===== config.mk =====
export PLATFORM = sky130hd
export DESIGN_NAME = bbs_exec
export DESIGN_NICKNAME = d
export VERILOG_FILES = /design/src/hdl/bbs_pkg.sv /design/src/hdl/bbs_exec.sv /design/src/hdl/bbs_phase_gen.sv
export VERILOG_INCLUDE_DIRS = /design/src /design/src/hdl
export SDC_FILE = /design/constraint.sdc
export NUM_CORES = 1
export LEC_CHECK = 0
export ABC_AREA = 1
export BUFFER_PORTS_ARGS = -buffer_cell sky130_fd_sc_hd__buf_2
export CORE_MARGIN = 3
export CORE_UTILIZATION = 40
export CTS_BUF_LIST = sky130_fd_sc_hd__clkbuf_8
export DETAILED_ROUTE_END_ITERATION = 16
export PLACE_DENSITY = 0.63
export SLEW_MARGIN = 20
export SYNTH_ARGS = -nofsm -noshare
export SYNTH_HDL_FRONTEND = slang
export SYNTH_HIERARCHICAL = 1
export SYNTH_SLANG_ARGS = --single-unit

===== constraint.sdc =====
create_clock -name clock -period 7.2 [get_ports clock]
set_input_delay 0.72 -clock clock [delete_from_list [all_inputs] [get_ports clock]]
set_output_delay 0.72 -clock clock [all_outputs]
set_load 0.01 [all_outputs]

===== src/hdl/bbs_defines.svh =====
`ifndef BBS_DEFINES_SVH
`define BBS_DEFINES_SVH

// Upper-byte and upper-field opcodes
`define BBS_OPC_NO_OVF 8'hE5
`define BBS_OPC_NONZERO 8'hE1
`define BBS_OPC_REL_JUMP 5'h1A
`define BBS_OPC_SET_BIT 4'h8

// Widths
`define BBS_PC_W 21
`define BBS_ADDR_W 12

// Program counter step per program word, in bytes
`define BBS_PC_STEP 21'h000002

// Reset values
`define BBS_PC_RESET 21'h000000
`define BBS_ADDR_RESET 12'h000
`define BBS_DATA_RESET 8'h00
`define BBS_INSTR_RESET 16'h0000

// Access bank layout and indexed-offset window
`define BBS_ACC_SPLIT 8'h80
`define BBS_ACC_LOW_BANK 4'h0
`define BBS_ACC_HIGH_BANK 4'hF
`define BBS_IDX_LIMIT 8'h5F

`endif


===== src/hdl/bbs_pkg.sv =====
package bbs_pkg;

    typedef enum logic [1:0] {
        PH_Q1,
        PH_Q2,
        PH_Q3,
        PH_Q4
    } bbs_phase_t;

    typedef enum logic [2:0] {
        OP_OTHER,
        OP_NO_OVF,
        OP_NONZERO,
        OP_REL_JUMP,
        OP_SET_BIT
    } bbs_op_t;

endpackage


===== src/hdl/bbs_exec.sv =====
`timescale 1ns/10ps
`default_nettype none
`include "bbs_defines.svh"

module bbs_exec (
    input wire logic clock,
    input wire logic rst_b,
    input wire logic [15:0] instr_word,
    input wire logic overflow_flag,
    input wire logic zero_flag,
    input wire logic [3:0] bank_number_register,
    input wire logic ext_set_enable,
    input wire logic [`BBS_ADDR_W-1:0] index_base_addr,
    input wire logic [7:0] mem_rdata,
    output bbs_pkg::bbs_phase_t phase_q,
    output logic [`BBS_PC_W-1:0] pc_q,
    output logic pc_write_q,
    output logic nop_cycle_q,
    output logic [`BBS_ADDR_W-1:0] mem_addr_q,
    output logic mem_rd_q,
    output logic mem_wr_q,
    output logic [7:0] mem_wdata_q,
    output logic status_write_q
);
    import bbs_pkg::*;

    bbs_op_t op_q;
    logic [15:0] instr_q;
    logic [`BBS_PC_W-1:0] target_q;
    logic [7:0] rdata_q;
    logic taken_q;
    bbs_op_t op_d;
    logic [`BBS_ADDR_W-1:0] addr_d;
    logic [`BBS_PC_W-1:0] short_off;
    logic [`BBS_PC_W-1:0] long_off;
    logic [7:0] bit_mask;

    bbs_phase_gen u_phase (
        .clock(clock),
        .rst_b(rst_b),
        .phase_q(phase_q)
    );

    // Decode of the word presented during the first phase
    always_comb begin
        op_d = OP_OTHER;
        if (instr_word[15:8] == `BBS_OPC_NO_OVF) begin
            op_d = OP_NO_OVF;
        end else if (instr_word[15:8] == `BBS_OPC_NONZERO) begin
            op_d = OP_NONZERO;
        end else if (instr_word[15:11] == `BBS_OPC_REL_JUMP) begin
            op_d = OP_REL_JUMP;
        end else if (instr_word[15:12] == `BBS_OPC_SET_BIT) begin
            op_d = OP_SET_BIT;
        end
    end

    // File address selection for bit set
    always_comb begin
        if (instr_word[8]) begin
            addr_d = {bank_number_register, instr_word[7:0]};
        end else if (ext_set_enable && (instr_word[7:0] <= `BBS_IDX_LIMIT)) begin
            addr_d = index_base_addr + {4'h0, instr_word[7:0]};
        end else if (instr_word[7:0] < `BBS_ACC_SPLIT) begin
            addr_d = {`BBS_ACC_LOW_BANK, instr_word[7:0]};
        end else begin
            addr_d = {`BBS_ACC_HIGH_BANK, instr_word[7:0]};
        end
    end

    // Offsets are doubled by the appended zero
    assign short_off = {{12{instr_q[7]}}, instr_q[7:0], 1'b0};
    assign long_off = {{9{instr_q[10]}}, instr_q[10:0], 1'b0};
    assign bit_mask = 8'h01 << instr_q[11:9];

    // Instruction latch and decode; idle cycle decodes nothing
    always_ff @(posedge clock or negedge rst_b) begin
        if (!rst_b) begin
            op_q <= OP_OTHER;
            instr_q <= `BBS_INSTR_RESET;
        end else if (phase_q == PH_Q1) begin
            op_q <= nop_cycle_q ? OP_OTHER : op_d;
            instr_q <= instr_word;
        end
    end

    // Branch decision and target in the third phase
    always_ff @(posedge clock or negedge rst_b) begin
        if (!rst_b) begin
            taken_q <= 1'b0;
            target_q <= `BBS_PC_RESET;
        end else if (phase_q == PH_Q3) begin
            case (op_q)
                OP_NO_OVF: begin
                    taken_q <= !overflow_flag;
                    target_q <= pc_q + short_off;
                end
                OP_NONZERO: begin
                    taken_q <= !zero_flag;
                    target_q <= pc_q + short_off;
                end
                OP_REL_JUMP: begin
                    taken_q <= 1'b1;
                    target_q <= pc_q + long_off;
                end
                default: begin
                    taken_q <= 1'b0;
                    target_q <= pc_q;
                end
            endcase
        end
    end

    // Counter: step on fetch, overwrite in the fourth phase when taken
    always_ff @(posedge clock or negedge rst_b) begin
        if (!rst_b) begin
            pc_q <= `BBS_PC_RESET;
        end else if (phase_q == PH_Q1 && !nop_cycle_q) begin
            pc_q <= pc_q + `BBS_PC_STEP;
        end else if (phase_q == PH_Q4 && pc_write_q) begin
            pc_q <= target_q;
        end
    end

    // Counter write strobe stands through the fourth phase only
    always_ff @(posedge clock or negedge rst_b) begin
        if (!rst_b) begin
            pc_write_q <= 1'b0;
        end else if (phase_q == PH_Q3) begin
            pc_write_q <= (op_q == OP_NO_OVF && !overflow_flag) ||
                          (op_q == OP_NONZERO && !zero_flag) ||
                          (op_q == OP_REL_JUMP);
        end else begin
            pc_write_q <= 1'b0;
        end
    end

    // Second cycle of a taken branch is a flush
    always_ff @(posedge clock or negedge rst_b) begin
        if (!rst_b) begin
            nop_cycle_q <= 1'b0;
        end else if (phase_q == PH_Q4) begin
            nop_cycle_q <= pc_write_q;
        end
    end

    // Read-modify-write of the file register
    always_ff @(posedge clock or negedge rst_b) begin
        if (!rst_b) begin
            mem_addr_q <= `BBS_ADDR_RESET;
            mem_rd_q <= 1'b0;
        end else if (phase_q == PH_Q1) begin
            mem_rd_q <= !nop_cycle_q && (op_d == OP_SET_BIT);
            if (!nop_cycle_q && op_d == OP_SET_BIT) begin
                mem_addr_q <= addr_d;
            end
        end else begin
            mem_rd_q <= 1'b0;
        end
    end

    always_ff @(posedge clock or negedge rst_b) begin
        if (!rst_b) begin
            rdata_q <= `BBS_DATA_RESET;
        end else if (phase_q == PH_Q2 && mem_rd_q) begin
            rdata_q <= mem_rdata;
        end
    end

    always_ff @(posedge clock or negedge rst_b) begin
        if (!rst_b) begin
            mem_wr_q <= 1'b0;
            mem_wdata_q <= `BBS_DATA_RESET;
        end else if (phase_q == PH_Q3) begin
            mem_wr_q <= (op_q == OP_SET_BIT);
            if (op_q == OP_SET_BIT) begin
                mem_wdata_q <= rdata_q | bit_mask;
            end
        end else begin
            mem_wr_q <= 1'b0;
        end
    end

    // Flags are never written by this group
    always_ff @(posedge clock or negedge rst_b) begin
        if (!rst_b) begin
            status_write_q <= 1'b0;
        end else begin
            status_write_q <= 1'b0;
        end
    end
endmodule // bbs_exec

`default_nettype wire


===== src/hdl/bbs_phase_gen.sv =====
`timescale 1ns/10ps
`default_nettype none

module bbs_phase_gen (
    input wire logic clock,
    input wire logic rst_b,
    output bbs_pkg::bbs_phase_t phase_q
);
    import bbs_pkg::*;

    always_ff @(posedge clock or negedge rst_b) begin
        if (!rst_b) begin
            phase_q <= PH_Q1;
        end else begin
            case (phase_q)
                PH_Q1: phase_q <= PH_Q2;
                PH_Q2: phase_q <= PH_Q3;
                PH_Q3: phase_q <= PH_Q4;
                PH_Q4: phase_q <= PH_Q1;
                default: phase_q <= PH_Q1;
            endcase
        end
    end

endmodule // bbs_phase_gen

`default_nettype wire


Word-level counts from Yosys, hierarchy flattened
Index checks and enable logic that the tools add are counted.
{"block": "totals", "register_bits": 91, "inputBits": 45, "out_inout_bits": 48, "wordCells": 64}
{"block": "op_classes", "n_addsub": 4, "order_cmp": 2, "eq_ne": 12, "n_shift": 1, "muxes": 15, "bitwise": 1, "reduce_logical": 17}
{"cell": "$add A21 B21 Y21", "count": 2}
{"cell": "$mux W21", "count": 2}
{"cell": "$pmux W21 S2", "count": 1}
{"cell": "$mux W12", "count": 3}
{"cell": "$add A21 B2 Y21 const B", "count": 1}
{"cell": "$eq A8 B8 Y1 const B", "count": 2}
{"cell": "$mux W3", "count": 5}
{"cell": "$add A12 B8 Y12", "count": 1}
{"cell": "$le A8 B7 Y1 const B", "count": 1}
{"cell": "$lt A8 B8 Y1 const B", "count": 1}
{"cell": "$or A8 B8 Y8", "count": 1}
{"cell": "$pmux W2 S4", "count": 1}
{"cell": "$shl A1 B3 Y8 const A", "count": 1}
{"cell": "$logic_and A1 B1 Y1", "count": 7}
{"cell": "$eq A3 B2 Y1 const B", "count": 2}
{"cell": "$eq A3 B3 Y1 const B", "count": 2}
{"cell": "$eq A5 B5 Y1 const B", "count": 1}
{"cell": "$eq A2 B2 Y1 const B", "count": 2}
{"cell": "$eq A4 B4 Y1 const B", "count": 1}
{"cell": "$reduce_and A2 Y1", "count": 2}
{"cell": "$eq A3 B1 Y1 const B", "count": 1}
{"cell": "$logic_not A1 Y1", "count": 3}
{"cell": "$mux W1", "count": 3}
{"cell": "$eq A2 B1 Y1 const B", "count": 1}
{"cell": "4 further kinds", "count": 5}

Depth between registers and ports, before layout
Gate-level depths: netlist of run 1.
{"block": "depth", "ltp_word": 8, "mapped_depth": 16, "mapped_depth_nobuf": 16}

Cells and area by module
Netlist of run 1, hierarchy kept.
{"mod": "bbs_exec", "instances": 1, "cells_per_inst": 883, "area_each_um2": 6112.1}
{"mod": "bbs_phase_gen", "instances": 1, "cells_per_inst": 9, "area_each_um2": 93.8}

Worst setup path after synthesis of run 1
OpenSTA, ideal clock, no wires.
{"block": "synth_path", "path_kind": "reg-to-reg", "from": "register op_q[2]", "to": "register target_q[16]", "setup_time_ps": 117, "arrival_time_ps": 2145, "t_required_ps": 7083, "setup_slack_ps": 4938, "stages_incl_launch_ff": 17, "synth_period_minus_slack_ps": 2262, "path_cell_list": "dfrtp_1 -> inv_1 -> nand3_1 -> nand2_1 -> nand2_1 -> inv_1 -> ha_1 -> nand2_1 -> inv_1 -> a21oi_1 -> inv_1 -> a21oi_1 -> nand2_1 -> nand2_1 -> nand3_1 -> nand2_1 -> nand2_1"}
{"block": "synth_between", "elab_chain_len": 3, "elab_cells_between_ends": 5}
{"item": "start: declaration", "line_no": "bbs_exec.sv:27", "text": "bbs_op_t op_q;"}
{"item": "start signal: assignment", "line_no": "bbs_exec.sv:82", "text": "op_q <= nop_cycle_q ? OP_OTHER : op_d;"}
{"item": "$eq A3 B1 Y1 or $eq A3 B2 Y1 (tied branches)", "line_no": "bbs_exec.sv:93", "text": "case (op_q)"}
{"item": "$reduce_or A2 Y1 (no source line)"}
{"item": "$pmux W21 S2 *", "line_no": "bbs_exec.sv:93"}
{"item": "end signal: assignment", "line_no": "bbs_exec.sv:91", "text": "target_q <= `BBS_PC_RESET;"}
{"item": "end signal: assignment", "line_no": "bbs_exec.sv:96", "text": "target_q <= pc_q + short_off;"}
{"item": "end signal: assignment", "line_no": "bbs_exec.sv:100", "text": "target_q <= pc_q + short_off;"}
{"item": "end: declaration", "line_no": "bbs_exec.sv:29", "text": "logic [`BBS_PC_W-1:0] target_q;"}
Mark *: on every way between the ends. The rest lies on a longest branch, timed or not.
A chain may end at the register's enable or synchronous reset.

Final worst setup path of run 1
{"block": "layout_path", "from": "register u_phase.phase_q[1]", "to": "register pc_q[3]"}
{"block": "layout_between", "elab_chain_len": 3, "elab_cells_between_ends": 6}
{"item": "start: declaration", "line_no": "bbs_phase_gen.sv:7", "text": "output bbs_pkg::bbs_phase_t phase_q"}
{"item": "start signal: assignment", "line_no": "bbs_phase_gen.sv:13", "text": "phase_q <= PH_Q1;"}
{"item": "start signal: assignment", "line_no": "bbs_phase_gen.sv:16", "text": "PH_Q1: phase_q <= PH_Q2;"}
{"item": "start signal: assignment", "line_no": "bbs_phase_gen.sv:17", "text": "PH_Q2: phase_q <= PH_Q3;"}
{"item": "$eq A2 B2 Y1 or $logic_not A2 Y1 (tied branches)", "line_no": "bbs_exec.sv:120, bbs_exec.sv:118"}
{"item": "$logic_and A1 B1 Y1 (on tied branches)", "line_no": "bbs_exec.sv:120, bbs_exec.sv:118"}
{"item": "$reduce_bool A2 Y1 (no source line) or $mux W21 (tied branches)"}
{"item": "end signal: assignment", "line_no": "bbs_exec.sv:117", "text": "pc_q <= `BBS_PC_RESET;"}
{"item": "end signal: assignment", "line_no": "bbs_exec.sv:119", "text": "pc_q <= pc_q + `BBS_PC_STEP;"}
{"item": "end signal: assignment", "line_no": "bbs_exec.sv:121", "text": "pc_q <= target_q;"}
{"item": "end: declaration", "line_no": "bbs_exec.sv:16", "text": "output logic [`BBS_PC_W-1:0] pc_q,"}
Parallel ways exist; a longest one is shown, timed or not.

==> results of run 1 <==
## final timing paths
kind | end | slack [ns] | depth (start not counted)
worst max register to register | pc_q[3] | 4.43 | 8
min in group clock | mem_wdata_q[1] | 0.48 | 2
worst min-delay path | pc_q[9] | 0.18 | 1
max in group asynchronous | mem_addr_q[7] | 5.82 | 2
worst min register to register | mem_wdata_q[1] | 0.48 | 2
worst max-delay path | pc_q[3] | 4.43 | 8
## through the flow
| stage | util [%] | std cells | setup slack, ns | area, µm² |
|---|---|---|---|---|
| after floorplan | - | 892 | 4.938 | 6206 |
| after global placement | 45.98 | 1151 | 4.577 | 6834 |
| after detailed placement | 45.98 | 1151 | 4.459 | 6834 |
| after CTS | 47.52 | 1167 | 4.466 | 7063 |
| after global routing | 47.52 | 1167 | 4.206 | 7063 |
| final | 47.52 | 1167 | 4.431 | 7063 |
## cells in the mapped netlist
master / number
a21o_1: 3
a21oi_1: 47
a22oi_1: 2
a31oi_1: 6
and2_1: 2
buf_1: 1
buf_2: 6
buf_4: 2
clkbuf_1: 11
conb_1: 1
dfrtp_1: 91
fa_1: 2
ha_1: 33
inv_1: 126
inv_2: 6
mux2_2: 7
nand2_1: 294
nand2_2: 1
nand2_4: 1
nand3_1: 75
nand4_1: 10
nor2_1: 61
nor2_2: 3
nor2_4: 4
nor3_1: 6
nor3_2: 1
nor3_4: 2
nor4_4: 1
o211ai_1: 7
o21ai_0: 49
o21ai_1: 4
o21bai_1: 1
o221ai_1: 6
o22ai_1: 4
o31a_1: 1
o31ai_1: 1
or2_2: 1
xnor2_1: 2
xor2_1: 11
## report_power, final
part / leakage [µW] / switching (µW) / internal [µW] / total [µW]
clock network: 0.000113 / 205 / 202 / 407
registers: 0.00116 / 67.2 / 579 / 646
logic: 0.00258 / 261 / 165 / 426
total: 0.00385 / 533 / 945 / 1480
## cell type report
| class | count | area (µm²) | area share, % |
|---|---|---|---|
| clock buffers | 9 | 123.9 | 1.754 |
| clock inverters | 7 | 105.1 | 1.488 |
| inverters | 132 | 495.5 | 7.015 |
| multi-input cells | 649 | 3343 | 47.33 |
| flip-flops and latches | 91 | 2277 | 32.24 |
| well taps | 184 | 230.2 | 3.260 |
| repair buffers | 95 | 488.0 | 6.909 |
## state kept, by name, indices dropped and copies added, names as in the netlist, 2 cells and up
signal           flops
rdata_q              8
pc_q                21
u_phase/phase_q      2
mem_wdata_q          8
mem_addr_q          12
op_q                 3
instr_q             12
target_q            21
## routing by layer
layer / global-route usage [%] / routed length (µm) / up-vias
met5: 0 / 0 / -
met4: 4.840 / 196 / 0
met3: 4.634 / 1078 / 16
met2: 33.68 / 7516 / 159
met1: 28.97 / 8055 / 2702
li1: - / - / 3030
## cell families (layout without fill, tap and decap cells)
| group | Yosys count | count (layout) | synth area share [%] |
|---|---|---|---|
| muxes | 7 | 7 | 1.270 |
| DFF | 91 | 91 | 36.69 |
| xor gates and xnor gates | 13 | 13 | 1.835 |
| AOI/OAI and AO/OA | 131 | 131 | 11.75 |
| other | 1 | 1 | 0.06043 |
| and+or+nand+nor | 462 | 462 | 31.65 |
| buffers and inverters | 152 | 243 | 9.435 |
| adders and majority gates | 35 | 35 | 7.298 |
==> results.yml, run 1 <==
run_status:
  status: "finished clean"
synth:
  synth_cell_types: 39
  synth_area_um2: 6206
  synth.area.top_cells: "dfrtp_1 37%, nand2_1 18%, inv_1 7.6%"
  synth_area_leader_cell: "dfrtp_1"
  synth_top_area_share_pct: 36.69
  synth_seq_cells: 91
  syn_inst: 892
  ys_warn_count: 6
  synth.yosys.seq_area_share_pct: 36.69
  syn_nets: 972
  syn_area_per_cell_um2: 6.957
hold_path:
  hp-class: "primary input to async pin"
place:
  gp_congestion: 0.9153
  place.port_buffers: 91
  dp_hpwl_um: 12930
route:
  drt_pass1_iterations: 6
  remaining_drc_errors: 0
  drt_iter0_markers: 341
  avgViaCountPerCell: 5.062
  ant_nets: 0
  wl_um: 16850
  vias: 5907
  wl_per_cell_um: 14.44
power:
  ir_drop_uv: 166.5
  p_leak_uw: 0.003855
  powerDensity_nw_per_um2: 209.4
  power_uw: 1479
floorplanning:
  die_area_um2: 17050
  ios: 93
  initial_utilization_pct: 41.75
  die_x_um: 130.6
  core_area_um2: 14860
  die_h_um: 130.6
  num_rows: 44
sta:
  hold-worst-slack_ns: 0.1797
  fin_skew_ns: 0.01263
  fin_crit_ns: 2.769
  final-setup-viol-count: 0
  slew_violations: 0
  rsz0062_at_grt: "no"
  setup_tns_ns: 0
  fmax_mhz: 361.2
  hold_viol_final: 0
  post-route-period-util_pct: 38.45
  maxSlewHeadroom_pct: 36.63
  tightest_slew_ns: 0.9506
grt:
  first_global_vias: 5677
  grt_usage_pct: 20.93
  grt_pass1_wl_um: 28240
  grt_start_max_net_pins: 75
  grt_overflow: 0
  antenna_found_initial: 0
clocking:
  path_clk_slew_ns: 0.10
  cts-resized-gates: 0
  clockBufferDepth: 2
  cts_tree: "yes"
  root_buffer: "clkbuf_8"
  clock_latency_ns: 0.39
  numClockSinks: 91
  cts_setup_buffers: 0
  cts_hold_buf: 0
  cts.htree.levels: 3
  cts_made_buffers: 9
critical_path:
  crit_required_ns: 7.45
  cp_max_fo: 17
  worstPathCellList: "nor2_1 > inv_1 > nor2_2 > inv_2 > nand2_1 > inv_1 > nand2_1 > o221ai_1"
  crit_family: "simple AND/OR/NAND/NOR gates"
  cp_num_buf_inv: 3
  slowest_delay_ns: 0.72
  reg2reg_from: "u_phase/phase_q[1]"
  crit_type: "flop to flop"
  arrival_ns: 3.01
  critPathLaunchType: "flop"
  slowest_stage: "nor2_2"
  end_kind: "flop"
  startpoint: "u_phase/phase_q[1]"
layout:
  drive_gt1_share_pct: 14.04
  area_growth_pct: 13.81
  antenna_cells: 0
  nFillCells: 1573
  final_common_cell: "nand2_1"
  final_cell_mix: "294 x nand2_1, 126 x inv_1, 91 x dfrtp_1"
  nets: 1058
flow_run:
  cap_violations: 0
Power figures use the tool's default switching activity.
==> run 2, diff against run 1 <==
==> constraint.sdc (replaced) <==
create_clock -name clock -period 2.6 [get_ports clock]
set_input_delay 0.26 -clock clock [delete_from_list [all_inputs] [get_ports clock]]
set_output_delay 0.26 -clock clock [all_outputs]
set_load 0.01 [all_outputs]
==> run 2 against run 1 <==
Against the previous run: clock skew is 0.0019 ns higher; count of clock-buffer cells in the layout stayed put; maximum frequency is 17% higher; final cell count is 0.94% higher; register-to-register slack worse by 4.2 ns; clock power is 130% higher; hold slack worse by 0.090 ns; wire length is 1.8% lower; worst setup slack worse by 4.2 ns; largest cell class unchanged.
==> results.yml, run 2 (synthesis gave the netlist of run 1 again) <==
route:
  wl_per_cell_um: 14.04
  avgViaCountPerCell: 4.965
  remaining_drc_errors: 0
  drt_iter0_markers: 281
  vias: 5849
  wl_um: 16540
  drt_pass1_iterations: 5
  ant_nets: 0
place:
  place.port_buffers: 91
  dp_hpwl_um: 12620
  gp_congestion: 0.8780
clocking:
  cts_made_buffers: 9
  clockBufferDepth: 2
  root_buffer: "clkbuf_8"
  clock_latency_ns: 0.39
  cts.htree.levels: 3
  path_clk_slew_ns: 0.11
  cts_tree: "yes"
  numClockSinks: 91
critical_path:
  cp_num_buf_inv: 4
  reg2reg_from: "op_q[2]"
  end_kind: "flop"
  r2r_cells: 15
  cp_max_fo: 5
  crit_family: "compound AO/OA/AOI/OAI gates"
  worstPathCellList: "inv_1 > nand3_2 > o21ai_0 > inv_1 > ha_1 > nand2_1 > inv_1 > a21oi_1 > inv_1 > a21oi_1 > nand2_1 > nand2_1 > nand3_1 > nand2_1 > nand2_1"
  critPathLaunchType: "flop"
  cpMostUsedCell: "nand2_1"
  arrival_ns: 2.64
  crit_required_ns: 2.88
  slowest_delay_ns: 0.40
  worstReg2RegEnd: "target_q[14]"
  crit_type: "flop to flop"
  slowest_stage: "dfrtp_1"
  ff2ff_setup_slack_ns: 0.24
sta:
  maxSlewHeadroom_pct: 49.88
  final-setup-viol-count: 0
  fin_crit_ns: 2.358
  slew_violations: 0
  setup_tns_ns: 0
  tightest_slew_ns: 0.7510
  fmax_mhz: 424.0
  fin_skew_ns: 0.01457
  post-route-period-util_pct: 90.70
  hold_viol_final: 0
floorplanning:
  die_h_um: 130.6
  die_area_um2: 17050
  num_rows: 44
  initial_utilization_pct: 41.75
  core_area_um2: 14860
  die_x_um: 130.6
  ios: 93
hold_path:
  hold_depth: 2
  hold_path.startpoint: "mem_rdata[4]"
  hp-class: "primary input to flop"
  holdPathEnd: "rdata_q[4]"
power:
  ir_drop_uv: 299.5
  power_uw: 3913
  p_leak_uw: 0.003886
  powerDensity_nw_per_um2: 548.1
layout:
  final_cell_mix: "293 x nand2_1, 126 x inv_1, 90 x buf_2"
  nFillCells: 1556
  drive_gt1_share_pct: 15.59
  nets: 1069
  regArea_um2: 2280
  antenna_cells: 0
  multi_input_area_um2: 3358
  area_growth_pct: 15.04
  final_common_cell: "nand2_1"
  reg.largest.list: "pc_q x21, target_q x21"
grt:
  first_global_vias: 5452
  grt_pass1_wl_um: 27500
  grt_start_max_net_pins: 54
  grt_overflow: 0
  grt_usage_pct: 20.31
  antenna_found_initial: 0
run_status:
  status: "finished clean"
flow_run:
  cap_violations: 0
## run 2: changes by cell type in the layout (fill, tap and decap cells not counted), moves of 2 or more
cell       before  now
bufinv_16       2    0
ha_1           33   31
dfrtp_1        91   89
ha_2            0    2
inv_6           3    1
buf_4           5   14
dfrtp_2         0    2
inv_8           1    3
## run 2: per-stage QoR
| stage | util, % | hold WS (ns) | cell area (µm²) | setup slack [ns] | cells |
|---|---|---|---|---|---|
| after floorplan | - | -0.03559 | 6206 | 0.3381 | 892 |
| after global placement | 46.57 | 0.2877 | 6922 | 0.2933 | 1161 |
| after detailed placement | 46.57 | 0.2892 | 6922 | 0.2111 | 1161 |
| after CTS | 47.91 | 0.06376 | 7122 | 0.1997 | 1178 |
| after global routing | 48.03 | 0.07218 | 7139 | -0.002264 | 1178 |
| final | 48.03 | 0.08928 | 7139 | 0.2418 | 1178 |
## run 2: layout make-up
cell class | count | share of cell area, %
inverters | 132 | 6.940
flip-flops and latches | 91 | 31.93
repair buffers | 106 | 8.202
multi-input cells | 649 | 47.04
clock buffers | 9 | 1.735
clock inverters | 7 | 0.9288
well taps | 184 | 3.225
## run 2: worst reg2reg max path, stage by stage (launching register included)
cell and delay, ns:
dfrtp_1 0.40, inv_1 0.15, nand3_2 0.12, o21ai_0 0.16
inv_1 0.06, ha_1 0.33, nand2_1 0.14, inv_1 0.05
a21oi_1 0.30, inv_1 0.08, a21oi_1 0.17, nand2_1 0.08
nand2_1 0.06, nand3_1 0.06, nand2_1 0.06, nand2_1 0.04
## run 2: metal layers
metal | GRT usage (%) | up-vias | part of all wire, %
li1 | - | 3067 | -
met1 | 27.84 | 2623 | 48
met2 | 32.21 | 139 | 45
met3 | 4.797 | 20 | 5.9
met4 | 5.808 | 0 | 1.7
met5 | 0 | - | 0
## run 2: worst max path at each step
stage	depth (start not counted)	to	start
final	15	target_q[14]	op_q[2]
after global routing	17	target_q[18]	op_q[2]
after CTS	15	target_q[20]	op_q[0]
after detailed placement	15	target_q[20]	op_q[0]
after global placement	15	target_q[18]	op_q[0]
after floorplan	16	target_q[16]	op_q[2]
## run 2: power by group
group          internal (µW)  switching (µW)  total, µW
Combinational            467             724       1190
Sequential              1600             165       1770
Clock                    372             581        953
Total                   2440            1470       3910
## run 2: what timing repair did
action | CTS | global route
endpoints found under the hold margin | 38 | 0
gates resized for setup | 0 | 7
hold buffers | 1 | 0
setup endpoints to repair | 0 | 5
buffers inserted | 0 | 0
